**src/pkg/e1tc_pkg.sv**
```systemverilog
package e1tc_pkg;

  // ==========================================================================
  // Register pages and offsets
  // ==========================================================================
  localparam logic [4:0] PAGE_SLOT_CTRL_LO = 5'h07;
  localparam logic [4:0] PAGE_SLOT_CTRL_HI = 5'h08;
  localparam logic [4:0] PAGE_ONE_SECOND   = 5'h09;
  localparam logic [4:0] PAGE_TX_MSG_LO    = 5'h0F;
  localparam logic [4:0] PAGE_TX_MSG_HI    = 5'h10;

  // Per slot words sit at 10H..1FH of their page
  localparam logic [4:0] SLOT_WINDOW_BASE = 5'h10;

  localparam logic [4:0] OFS_EBIT_HIGH = 5'h10;
  localparam logic [4:0] OFS_EBIT_LOW  = 5'h11;
  localparam logic [4:0] OFS_FAS       = 5'h12;
  localparam logic [4:0] OFS_BPV_HIGH  = 5'h13;
  localparam logic [4:0] OFS_BPV_LOW   = 5'h14;
  localparam logic [4:0] OFS_CRC_HIGH  = 5'h15;
  localparam logic [4:0] OFS_CRC_LOW   = 5'h16;

  // ==========================================================================
  // Control word fields
  // ==========================================================================
  localparam int BIT_TX_MESSAGE_SELECT   = 7;
  localparam int BIT_ALT_DIGIT_INVERT    = 6;
  localparam int BIT_REMOTE_SLOT_LOOP    = 5;
  localparam int BIT_LOCAL_SLOT_LOOP     = 4;
  localparam int BIT_TX_TEST_ENABLE      = 3;
  localparam int BIT_RX_TEST_ENABLE      = 2;
  localparam logic [7:0] CTRL_WRITE_MASK = 8'hFC;
  localparam logic [7:0] CTRL_RESET      = 8'h00;

  // ==========================================================================
  // Counter widths and reset values
  // ==========================================================================
  localparam int EBIT_WIDTH = 10;
  localparam int FAS_WIDTH  = 8;
  localparam int BPV_WIDTH  = 16;
  localparam int CRC_WIDTH  = 10;
  localparam logic [15:0] COUNT_RESET = 16'h0000;

  // ==========================================================================
  // Channel data constants
  // ==========================================================================
  // Every second bit of a slot byte is inverted
  localparam logic [7:0] INVERT_PATTERN = 8'h55;
  localparam int         PRBS_WIDTH  = 15;
  localparam logic [14:0] PRBS_SEED  = 15'h7FFF;
  localparam int         MW_LENGTH   = 8;
  // A-law digital milliwatt, one period of eight samples
  localparam logic [63:0] MW_TABLE = 64'h3421_2134_B4A1_A1B4;

  // ==========================================================================
  // Timing
  // ==========================================================================
  localparam longint CLOCK_HZ       = 100000000;
  localparam longint ONE_SECOND_NS  = 1000000000;
  localparam longint ONE_SECOND_CYC = (ONE_SECOND_NS * CLOCK_HZ) / 1000000000;

endpackage

```
**src/core/e1tc_timeslot_ctrl.sv**
```systemverilog
`timescale 1ns/100ps

module e1tc_timeslot_ctrl
  import e1tc_pkg::*;
#(
  parameter longint ONE_SEC_CYCLES = e1tc_pkg::ONE_SECOND_CYC,
  parameter int     SLOTS          = 32
) (
  input  wire logic       clock,
  input  wire logic       rst,
  // Microprocessor port: page register value plus five address lines
  input  wire logic [4:0] busPage,
  input  wire logic [4:0] busAddr,
  input  wire logic [7:0] busWrData,
  input  wire logic       busWrEn,
  input  wire logic       busRdEn,
  output logic      [7:0] busRdData,
  // Global test sequence choice: one selects milliwatt, zero selects PRBS
  input  wire logic       test_sequence_select,
  // Slot stream, one byte per slot strobe
  input  wire logic       slotStrobe,
  input  wire logic [4:0] slotIndex,
  input  wire logic [7:0] backplane_data_in,
  input  wire logic [7:0] lineRxData,
  output logic      [7:0] lineTxData,
  output logic      [7:0] backplane_data_out,
  output logic            slotOutValid,
  // PRBS checker status
  output logic            prbsErrorPulse,
  output logic            prbsInSync,
  // Error events from the framer, one-cycle pulses
  input  wire logic       ebitErrorEvent,
  input  wire logic       fasErrorEvent,
  input  wire logic       bipolarViolEvent,
  input  wire logic       crc4ErrorEvent,
  output logic            oneSecondTick
);

  import e1tc_pkg::*;

  generate
    if (SLOTS != 32 || ONE_SEC_CYCLES < 2 || ONE_SEC_CYCLES > 64'h0000_0001_0000_0000)
    begin : g_bad
      $error("e1tc_timeslot_ctrl: SLOTS must be 32 and ONE_SEC_CYCLES from 2 to 2**32");
    end
  endgenerate

  // ==========================================================================
  // Register decode
  // ==========================================================================
  wire logic       inWindow    = busAddr >= SLOT_WINDOW_BASE;
  wire logic [4:0] windowSlot  = {busPage == PAGE_SLOT_CTRL_HI || busPage == PAGE_TX_MSG_HI,
                                  busAddr[3:0]};
  wire logic       hitCtrl     = inWindow &&
                                 (busPage == PAGE_SLOT_CTRL_LO || busPage == PAGE_SLOT_CTRL_HI);
  wire logic       hitMsg      = inWindow &&
                                 (busPage == PAGE_TX_MSG_LO || busPage == PAGE_TX_MSG_HI);
  wire logic       hitOneSec   = busPage == PAGE_ONE_SECOND;

  logic [7:0] ctrlWord_r [SLOTS];
  logic [7:0] msgBuf_r   [SLOTS];

  // one control word per slot, page picks the half
  always_ff @(posedge clock or posedge rst)
  begin
    if (rst)
    begin
      for (int i = 0; i < SLOTS; i++)
        ctrlWord_r[i] <= CTRL_RESET;
    end
    else if (busWrEn && hitCtrl)
    begin
      ctrlWord_r[windowSlot] <= busWrData & CTRL_WRITE_MASK;
    end
  end

  // Message buffer cleared on reset so an early message slot sends a known byte
  always_ff @(posedge clock or posedge rst)
  begin
    if (rst)
    begin
      for (int i = 0; i < SLOTS; i++)
        msgBuf_r[i] <= 8'h00;
    end
    else if (busWrEn && hitMsg)
    begin
      msgBuf_r[windowSlot] <= busWrData;
    end
  end

  // ==========================================================================
  // Running error counters and one-second latches
  // ==========================================================================
  logic [31:0]           secCount_r;
  logic                  secTick_r;
  logic [EBIT_WIDTH-1:0] ebitRun_r;
  logic [FAS_WIDTH-1:0]  fasRun_r;
  logic [BPV_WIDTH-1:0]  bpvRun_r;
  logic [CRC_WIDTH-1:0]  crcRun_r;
  logic [EBIT_WIDTH-1:0] latched_ebit_errors;
  logic [FAS_WIDTH-1:0]  latched_fas_errors;
  logic [BPV_WIDTH-1:0]  latched_bipolar_violations;
  logic [CRC_WIDTH-1:0]  latched_crc4_errors;

  wire logic [31:0] secLast = 32'(ONE_SEC_CYCLES - 1);
  wire logic        secWrap = secCount_r == secLast;

  always_ff @(posedge clock or posedge rst)
  begin
    if (rst)
    begin
      secCount_r <= 32'h0000_0000;
      secTick_r  <= 1'b0;
    end
    else
    begin
      secCount_r <= secWrap ? 32'h0000_0000 : secCount_r + 32'h0000_0001;
      secTick_r  <= secWrap;
    end
  end

  assign oneSecondTick = secTick_r;

  // Counters saturate rather than wrap so a burst never reads as a small count.
  // On the tick the counter restarts, and an event in that same cycle counts as one.
  function automatic logic [15:0] runNext(
    input logic [15:0] cur,
    input logic [15:0] maxVal,
    input logic        ev,
    input logic        restart
  );
    logic [15:0] base;
    base = restart ? COUNT_RESET : cur;
    if (ev && base != maxVal)
      runNext = base + 16'h0001;
    else
      runNext = base;
  endfunction

  wire logic [15:0] ebitNxt = runNext(16'(ebitRun_r), 16'h03FF, ebitErrorEvent, secTick_r);
  wire logic [15:0] fasNxt  = runNext(16'(fasRun_r), 16'h00FF, fasErrorEvent, secTick_r);
  wire logic [15:0] bpvNxt  = runNext(bpvRun_r, 16'hFFFF, bipolarViolEvent, secTick_r);
  wire logic [15:0] crcNxt  = runNext(16'(crcRun_r), 16'h03FF, crc4ErrorEvent, secTick_r);

  always_ff @(posedge clock or posedge rst)
  begin
    if (rst)
    begin
      ebitRun_r <= COUNT_RESET[EBIT_WIDTH-1:0];
      fasRun_r  <= COUNT_RESET[FAS_WIDTH-1:0];
      bpvRun_r  <= COUNT_RESET[BPV_WIDTH-1:0];
      crcRun_r  <= COUNT_RESET[CRC_WIDTH-1:0];
    end
    else
    begin
      ebitRun_r <= ebitNxt[EBIT_WIDTH-1:0];
      fasRun_r  <= fasNxt[FAS_WIDTH-1:0];
      bpvRun_r  <= bpvNxt[BPV_WIDTH-1:0];
      crcRun_r  <= crcNxt[CRC_WIDTH-1:0];
    end
  end

  // Latches move only on the tick, so software reads a whole interval's count
  always_ff @(posedge clock or posedge rst)
  begin
    if (rst)
    begin
      latched_ebit_errors        <= COUNT_RESET[EBIT_WIDTH-1:0];
      latched_fas_errors         <= COUNT_RESET[FAS_WIDTH-1:0];
      latched_bipolar_violations <= COUNT_RESET[BPV_WIDTH-1:0];
      latched_crc4_errors        <= COUNT_RESET[CRC_WIDTH-1:0];
    end
    else if (secTick_r)
    begin
      latched_ebit_errors        <= ebitRun_r;
      latched_fas_errors         <= fasRun_r;
      latched_bipolar_violations <= bpvRun_r;
      latched_crc4_errors        <= crcRun_r;
    end
  end

  // ==========================================================================
  // Read path
  // ==========================================================================
  logic [7:0] oneSecData;

  always_comb
  begin
    case (busAddr)
      OFS_EBIT_HIGH: oneSecData = {6'h00, latched_ebit_errors[9:8]};
      OFS_EBIT_LOW:  oneSecData = latched_ebit_errors[7:0];
      OFS_FAS:       oneSecData = latched_fas_errors;
      OFS_BPV_HIGH:  oneSecData = latched_bipolar_violations[15:8];
      OFS_BPV_LOW:   oneSecData = latched_bipolar_violations[7:0];
      OFS_CRC_HIGH:  oneSecData = {6'h00, latched_crc4_errors[9:8]};
      OFS_CRC_LOW:   oneSecData = latched_crc4_errors[7:0];
      default:       oneSecData = 8'h00;
    endcase
  end

  wire logic [7:0] rdSelect = hitCtrl   ? ctrlWord_r[windowSlot] :
                              hitMsg    ? msgBuf_r[windowSlot] :
                              hitOneSec ? oneSecData : 8'h00;

  always_ff @(posedge clock or posedge rst)
  begin
    if (rst)
      busRdData <= 8'h00;
    else if (busRdEn)
      busRdData <= rdSelect;
  end

  // ==========================================================================
  // Test signal sources
  // ==========================================================================
  logic [14:0] genState_r;
  logic [14:0] chkState_r;
  logic [2:0]  mwPhase_r;
  wire  logic [14:0] genStateNxt;
  wire  logic [7:0]  genByte;
  wire  logic [14:0] chkStateUnused;
  wire  logic [7:0]  chkExpect;

  e1tc_prbs_step #(
    .WIDTH (PRBS_WIDTH),
    .BITS  (8)
  ) u_gen (
    .stateIn  (genState_r),
    .stateOut (genStateNxt),
    .bitsOut  (genByte)
  );

  e1tc_prbs_step #(
    .WIDTH (PRBS_WIDTH),
    .BITS  (8)
  ) u_chk (
    .stateIn  (chkState_r),
    .stateOut (chkStateUnused),
    .bitsOut  (chkExpect)
  );

  wire logic [7:0] slotCtrl  = ctrlWord_r[slotIndex];
  wire logic       selMsg    = slotCtrl[BIT_TX_MESSAGE_SELECT];
  wire logic       selInvert = slotCtrl[BIT_ALT_DIGIT_INVERT];
  wire logic       selRemote = slotCtrl[BIT_REMOTE_SLOT_LOOP];
  wire logic       selLocal  = slotCtrl[BIT_LOCAL_SLOT_LOOP];
  wire logic       selTxTest = slotCtrl[BIT_TX_TEST_ENABLE];
  wire logic       selRxTest = slotCtrl[BIT_RX_TEST_ENABLE];

  // Milliwatt sample advances once per frame, so every test slot of a frame
  // carries the same sample of the tone
  wire logic [7:0] mwByte   = MW_TABLE[63 - 8*mwPhase_r -: 8];
  wire logic       genUse   = slotStrobe && selTxTest && !test_sequence_select;
  wire logic       chkUse   = slotStrobe && selRxTest && !test_sequence_select;
  wire logic       frameEnd = slotStrobe && slotIndex == 5'(SLOTS - 1);

  always_ff @(posedge clock or posedge rst)
  begin
    if (rst)
    begin
      genState_r <= PRBS_SEED;
      mwPhase_r  <= 3'h0;
    end
    else
    begin
      if (genUse)
        genState_r <= genStateNxt;
      if (frameEnd)
        mwPhase_r <= mwPhase_r + 3'h1;
    end
  end

  // ==========================================================================
  // Slot data paths
  // ==========================================================================
  // Inversion applies to backplane transmit data and the received line byte
  wire logic [7:0] invMask  = selInvert ? INVERT_PATTERN : 8'h00;
  wire logic [7:0] bpTxInv  = backplane_data_in ^ invMask;
  wire logic [7:0] rxInv    = lineRxData ^ invMask;
  wire logic [7:0] txSource = selMsg ? msgBuf_r[slotIndex] : bpTxInv;
  wire logic [7:0] txTest   = test_sequence_select ? mwByte : genByte;
  wire logic [7:0] txWithTest = selTxTest ? txTest : txSource;
  // Remote loopback returns the line byte untouched by inversion
  wire logic [7:0] txFinal  = selRemote ? lineRxData : txWithTest;
  wire logic [7:0] rxLooped = selLocal ? txFinal : rxInv;
  wire logic [7:0] rxFinal  = (selRxTest && test_sequence_select) ? mwByte : rxLooped;

  always_ff @(posedge clock or posedge rst)
  begin
    if (rst)
    begin
      lineTxData         <= 8'h00;
      backplane_data_out <= 8'h00;
      slotOutValid       <= 1'b0;
    end
    else
    begin
      slotOutValid <= slotStrobe;
      if (slotStrobe)
      begin
        lineTxData         <= txFinal;
        backplane_data_out <= rxFinal;
      end
    end
  end

  // ==========================================================================
  // PRBS checker
  // ==========================================================================
  // Self-synchronising: the register is refilled from the received bits, so
  // after two clean slot bytes the prediction tracks the far generator.
  // The trade is that each line bit error shows up as up to three mismatches.
  wire logic [7:0] chkDiff  = rxLooped ^ chkExpect;
  wire logic       chkMatch = chkDiff == 8'h00;
  logic [1:0]      chkFill_r;

  always_ff @(posedge clock or posedge rst)
  begin
    if (rst)
    begin
      chkState_r     <= PRBS_SEED;
      chkFill_r      <= 2'h0;
      prbsErrorPulse <= 1'b0;
      prbsInSync     <= 1'b0;
    end
    else
    begin
      prbsErrorPulse <= 1'b0;
      if (chkUse)
      begin
        chkState_r <= {chkState_r[6:0], rxLooped};
        if (chkFill_r != 2'h2)
          chkFill_r <= chkFill_r + 2'h1;
        else
        begin
          prbsErrorPulse <= !chkMatch;
          prbsInSync     <= chkMatch;
        end
      end
    end
  end

endmodule

```
**src/core/e1tc_prbs_step.sv**
```systemverilog
`timescale 1ns/100ps

// ============================================================================
// One byte of a 2^15-1 sequence (x^15 + x^14 + 1), first bit in the MSB
// ============================================================================
module e1tc_prbs_step #(
  parameter int WIDTH = 15,
  parameter int BITS  = 8
) (
  input  wire logic [WIDTH-1:0] stateIn,
  output logic      [WIDTH-1:0] stateOut,
  output logic      [BITS-1:0]  bitsOut
);

  generate
    if (WIDTH < 15 || BITS > WIDTH)
    begin : g_bad
      $error("e1tc_prbs_step: unsupported WIDTH or BITS");
    end
  endgenerate

  always_comb
  begin
    logic [WIDTH-1:0] s;
    logic             fb;
    s = stateIn;
    fb = 1'b0;
    bitsOut = '0;
    for (int i = 0; i < BITS; i++)
    begin
      fb = s[14] ^ s[13];
      bitsOut[BITS-1-i] = fb;
      s = {s[WIDTH-2:0], fb};
    end
    stateOut = s;
  end

endmodule

```
**config.mk**
```make
export PLATFORM = sky130hd
export DESIGN_NAME = e1tc_timeslot_ctrl
export DESIGN_NICKNAME = d
export VERILOG_FILES = /design/src/pkg/e1tc_pkg.sv /design/src/core/e1tc_timeslot_ctrl.sv /design/src/core/e1tc_prbs_step.sv
export SDC_FILE = /design/constraint.sdc
export NUM_CORES = 2
export LEC_CHECK = 0
export BUFFER_PORTS_ARGS = -buffer_cell sky130_fd_sc_hd__buf_2
export CAP_MARGIN = 20
export CORE_ASPECT_RATIO = 1.75
export CORE_MARGIN = 5
export CORE_UTILIZATION = 54
export DETAILED_ROUTE_END_ITERATION = 12
export HOLD_SLACK_MARGIN = 0.06
export PLACE_DENSITY_LB_ADDON = 0.2
export SYNTH_ARGS = -nofsm -noshare
export SYNTH_HDL_FRONTEND = slang
export SYNTH_HIERARCHICAL = 1
export SYNTH_SLANG_ARGS = --single-unit
```
**constraint.sdc**
```tcl
create_clock -name clock -period 54.3 [get_ports clock]
set_clock_uncertainty 0.05 [all_clocks]
set_input_delay 13.575 -clock clock [delete_from_list [all_inputs] [get_ports clock]]
set_output_delay 13.575 -clock clock [all_outputs]
set_load 0.02 [all_outputs]
```
# Word-level counts from Yosys, hierarchy flattened
# Cells that the tools add are included.
[totals]
out_inout_bits = 28
wordCells = 199
reg_bits = 695
inputBits = 49
[op_classes]
add_sub_neg = 8
muxes = 38
n_shift = 1
n_eq_ne = 19
bitwise = 22
n_lt_le_gt_ge = 4
n_reduce_logical = 23
[op_table]
columns = ["operator", "count"]
rows = [
  ["$bwmux 256", 2],
  ["$bmux 8 s5", 4],
  ["$mux 8", 20],
  ["$shiftx 71x33->8 const A", 1],
  ["$pmux 8 s7", 1],
  ["$eq 5x5->1 const B", 9],
  ["$demux 8 s5", 1],
  ["$mux 10", 4],
  ["$add 32x1->32 const B", 1],
  ["$eq 32x27->1 const B", 1],
  ["$mux 16", 2],
  ["$mux 32", 1],
  ["$add 10x1->10 const B", 2],
  ["$ne 10x10->1 const B", 2],
  ["$add 16x1->16 const B", 1],
  ["$ne 16x16->1 const B", 1],
  ["$xor 1x1->1", 16],
  ["$xor 8x7->8", 2],
  ["$eq 5x4->1 const B", 3],
  ["$logic_and 1x1->1", 15],
  ["$ge 6x6->1 const B", 2],
  ["$not 5->6", 2],
  ["$add 8x1->8 const B", 1],
  ["$logic_not 8->1", 1],
  ["other kinds (15)", 20],
]

# Depth between registers and ports, before layout
[depth]
word_depth = 15
mapped_depth = 16
mapped_depth_nobuf = 12

# Cells and area by module
# The synthesis kept the hierarchy.
[by_module_without_submodules]
columns = ["module", "seq_area_each_um2", "area_per_inst_um2", "cells_each", "n_inst"]
rows = [
  ["e1tc_timeslot_ctrl", 15827.7, 33218.1, 2489, 1],
  ["e1tc_prbs_step", 0.0, 182.7, 23, 2],
]

# Least setup slack after synthesis
# No wires, ideal clock.
[synth_path]
path_type = "input-to-reg"
start = "in slotIndex[2]"
end = "reg prbsInSync"
required_ns = 54.184
setup_time_ns = 0.066
cell_stages = 14
setup_slack_ns = 38.037
arrival_ns = 16.148
path_buffers = 6
cell_sequence = "buf_6 > buf_8 > buf_6 > buf_6 > buf_6 > buf_2 > mux4_2 > o31ai_1 > nor3_1 > a31oi_1 > mux2i_1 > o221a_2 > a2111oi_4 > a31o_1"
[synth_between]
elab_chain_cells = 12
elab_cells_between_ends = 19
cone_classes = "11 x mux; 4 x bitwise; 4 x reduce/logical"
[synth_rtl]
columns = ["element", "line_no", "source"]
rows = [
  ["start, declared", "e1tc_timeslot_ctrl.sv:22", "input wire logic [4:0] slotIndex,"],
  ["$not 5->6 (implied by the code) (*)", "e1tc_timeslot_ctrl.sv:242, e1tc_timeslot_ctrl.sv:280", ""],
  ["$bmux 8 s5", "e1tc_timeslot_ctrl.sv:242", "wire logic [7:0] slotCtrl = ctrlWord_r[slotIndex];"],
  ["$mux 8 (implied by the code) (2 in series)", "e1tc_timeslot_ctrl.sv:242", ""],
  ["$mux 7", "e1tc_timeslot_ctrl.sv:277", "wire logic [7:0] invMask = selInvert ? INVERT_PATTERN : 8'h00;"],
  ["$xor 8x7->8", "e1tc_timeslot_ctrl.sv:278", "wire logic [7:0] bpTxInv = backplane_data_in ^ invMask;"],
  ["$mux 8", "e1tc_timeslot_ctrl.sv:280", "wire logic [7:0] txSource = selMsg ? msgBuf_r[slotIndex] : bpTxInv;"],
  ["$mux 8", "e1tc_timeslot_ctrl.sv:282", "wire logic [7:0] txWithTest = selTxTest ? txTest : txSource;"],
  ["$mux 8", "e1tc_timeslot_ctrl.sv:284", "wire logic [7:0] txFinal = selRemote ? lineRxData : txWithTest;"],
  ["$mux 8", "e1tc_timeslot_ctrl.sv:285", "wire logic [7:0] rxLooped = selLocal ? txFinal : rxInv;"],
  ["$xor 8x8->8", "e1tc_timeslot_ctrl.sv:313", "wire logic [7:0] chkDiff = rxLooped ^ chkExpect;"],
  ["$logic_not 8->1", "e1tc_timeslot_ctrl.sv:314", "wire logic chkMatch = chkDiff == 8'h00;"],
  ["end signal, assigned", "e1tc_timeslot_ctrl.sv:337", "prbsInSync <= chkMatch;"],
  ["end, declared", "e1tc_timeslot_ctrl.sv:30", "output logic prbsInSync,"],
]
# Mark *: on every way between the ends. The rest lies on a longest branch, timed or not. The select of a mux whose other input is x is not followed.
# A chain may end at the register's enable or synchronous reset.

# Worst setup path after layout
# Ends and elaborated chain as after synthesis.

==> reports/qor.csv <==
metric,value,unit
status,finished clean,
final hold vios,0,
DRT iter0 DRCs,1793,
io pins,77,
largest net degree at the start of global routing,128,
RSZ-0062 raised after global routing,false,
post-synthesis net count,2576,
vias per inst,6.59,
I/O Buffers,76,
first-pass GRT wire length,151,mm
Yosys warnings,6,
endpoints failing setup,0,
post_cts resized,0,
CTS buffer count,58,
VDD IR max,29.5,uV
DIE AREA,67300,um2
startpoint types,input pin,
post-placement cell count,3244,
Root Buffer,clkbuf_16,
routed len/inst,29.7,um
final wirelength,99.8,mm
Switching Share,25.7,%
Comb pwr share,11.0,%
Critical Path RT,54.83,ns
vias in the first global route,23676,
Max Fclk,56.5,MHz
CP Max Fanout,51,
GRT Total Usage,29.8,%
Avg Inst Size Synth,13.3,um2
Clock Tree Buf Depth,3,
number of clock sinks,631,
fin nets,2577,
P_int,0.000800,W
power density cells,29.4,nW/um2
synthesized instance count,2520,
Slew headroom,17.1,%
"Arr. time, crit path",18.24,ns
leakage,16.8,nW
Core Box Area,61400,um2
final setup TNS,0,ns
Die H,339,um
clock network fraction of design power,41.9,%
CP endpoint kind,flop,
max-slew violation count,0,
Layout area overhead,9.28,%
CTS tree,built,
FP Rows,120,
Layout Cells excl Fill,3363,
worst hold slack,0.421,ns
vias post-DR,22151,
Die W,198,um
switching pwr,0.000277,W
Final min period,17.70,ns
DRC viols,0,
Hold Buf Count CTS,0,
global placement routability congestion,0.954,
share of cells above drive strength 1,38.1,%
Worst-Skew Late Latency,0.65,ns
Routed Antenna Nets,0,
H-tree levels,2,
hpwl dp,69.6,mm
"commonest cells after routing, fill and taps aside","dfrtp_1 (600), mux2_2 (512), mux4_2 (199)",
HP Class,flop to flop,
antenna violations before repair,3,
initial core utilization,54.5,%
GR Overflow Total,0,
sequential power share,47.1,%
critical path class,input pin to flop,
clock-pin slew on the worst setup and hold paths,0.07,ns
Worst-Margin Slew,1.24,ns
"commonest non-fill, non-tap cell in the layout",dfrtp_1,
Syn Std Cell Area,33500,um2
Max Cap Viol,0,
Setup Buffers After CTS,0,
TritonRoute pass-1 iters,5,
period utilization,32.6,%
-- area by class of cell --
type | count | area (um2)
fillers | 4876 | 24800
multi-input cells | 1686 | 16700
flip-flops and latches | 631 | 15800
clock buffers | 80 | 1650
well taps | 793 | 992
repair buffers | 119 | 846
clock inverters | 26 | 435
inverters | 25 | 101
diodes | 3 | 7.51
-- power groups by stage --
| stage | logic (W) | clock network, W | registers, W |
|---|---|---|---|
| floorplan | 0.0000827 | 0 | 0.000512 |
| global placement | 0.000114 | 0 | 0.000514 |
| detailed placement | 0.000116 | 0 | 0.000515 |
| CTS | 0.000117 | 0.000459 | 0.000507 |
| global route | 0.000128 | 0.000476 | 0.000509 |
| finish | 0.000118 | 0.000451 | 0.000507 |
-- final timing paths --
kind / from / end / slack [ns] / cells after the start
setup / recovery: slotIndex[2] / prbsInSync / 36.60 / 11
hold / removal: chkState_r[3] / chkState_r[3] / 0.42 / 2
setup reg to reg: ctrlWord_r[45] / prbsInSync / 50.47 / 9
hold reg to reg: chkState_r[3] / chkState_r[3] / 0.42 / 2
max in group asynchronous: rst / ctrlWord_r[127] / 38.02 / 6
min in group asynchronous: rst / crcRun_r[9] / 13.05 / 2
-- layer usage --
layer,global-route usage (%),part of all wire [%]
met2,51.0,52
met4,19.9,8.1
met5,0,0.013
met1,34.2,34
met3,4.63,5.9
-- registers in the layout, summed over array words and instances, names as in the netlist --
name / flops
slotOutValid: 1
mwPhase_r: 3
latched_bipolar_violations: 16
busRdData: 8
crcRun_r: 10
prbsErrorPulse: 1
backplane_data_out: 8
msgBuf_r: 256
chkFill_r: 2
ctrlWord_r: 192
secCount_r: 32
lineTxData: 8
latched_fas_errors: 8
genState_r: 15
bpvRun_r: 16
oneSecondTick: 1
prbsInSync: 1
latched_crc4_errors: 10
latched_ebit_errors: 10
ebitRun_r: 10
chkState_r: 15
fasRun_r: 8
-- worst max-delay path: stages --
cell and delay, ns:
buf_6 0.40, buf_4 0.77, mux4_2 0.60, o21ai_1 0.16, nand4_1 0.72, o21ba_1 0.73
a211oi_2 0.09, a311oi_2 0.44, o22ai_1 0.19, a2111oi_4 0.29, a31o_1 0.20
-- metrics by stage --
stage / area (um2) / total power [W] / utilization [%] / setup slack, ns
finish: 36600 / 0.00108 / 59.6 / 36.60
global placement: 34200 / 0.000628 / 55.8 / 36.04
detailed placement: 34300 / 0.000632 / 55.9 / 36.02
floorplan: 33500 / 0.000595 / - / 23.05
global route: 36600 / 0.00111 / 59.6 / 36.40
CTS: 36400 / 0.00108 / 59.3 / 36.68
No activity file was read; power rests on OpenSTA's default activity.
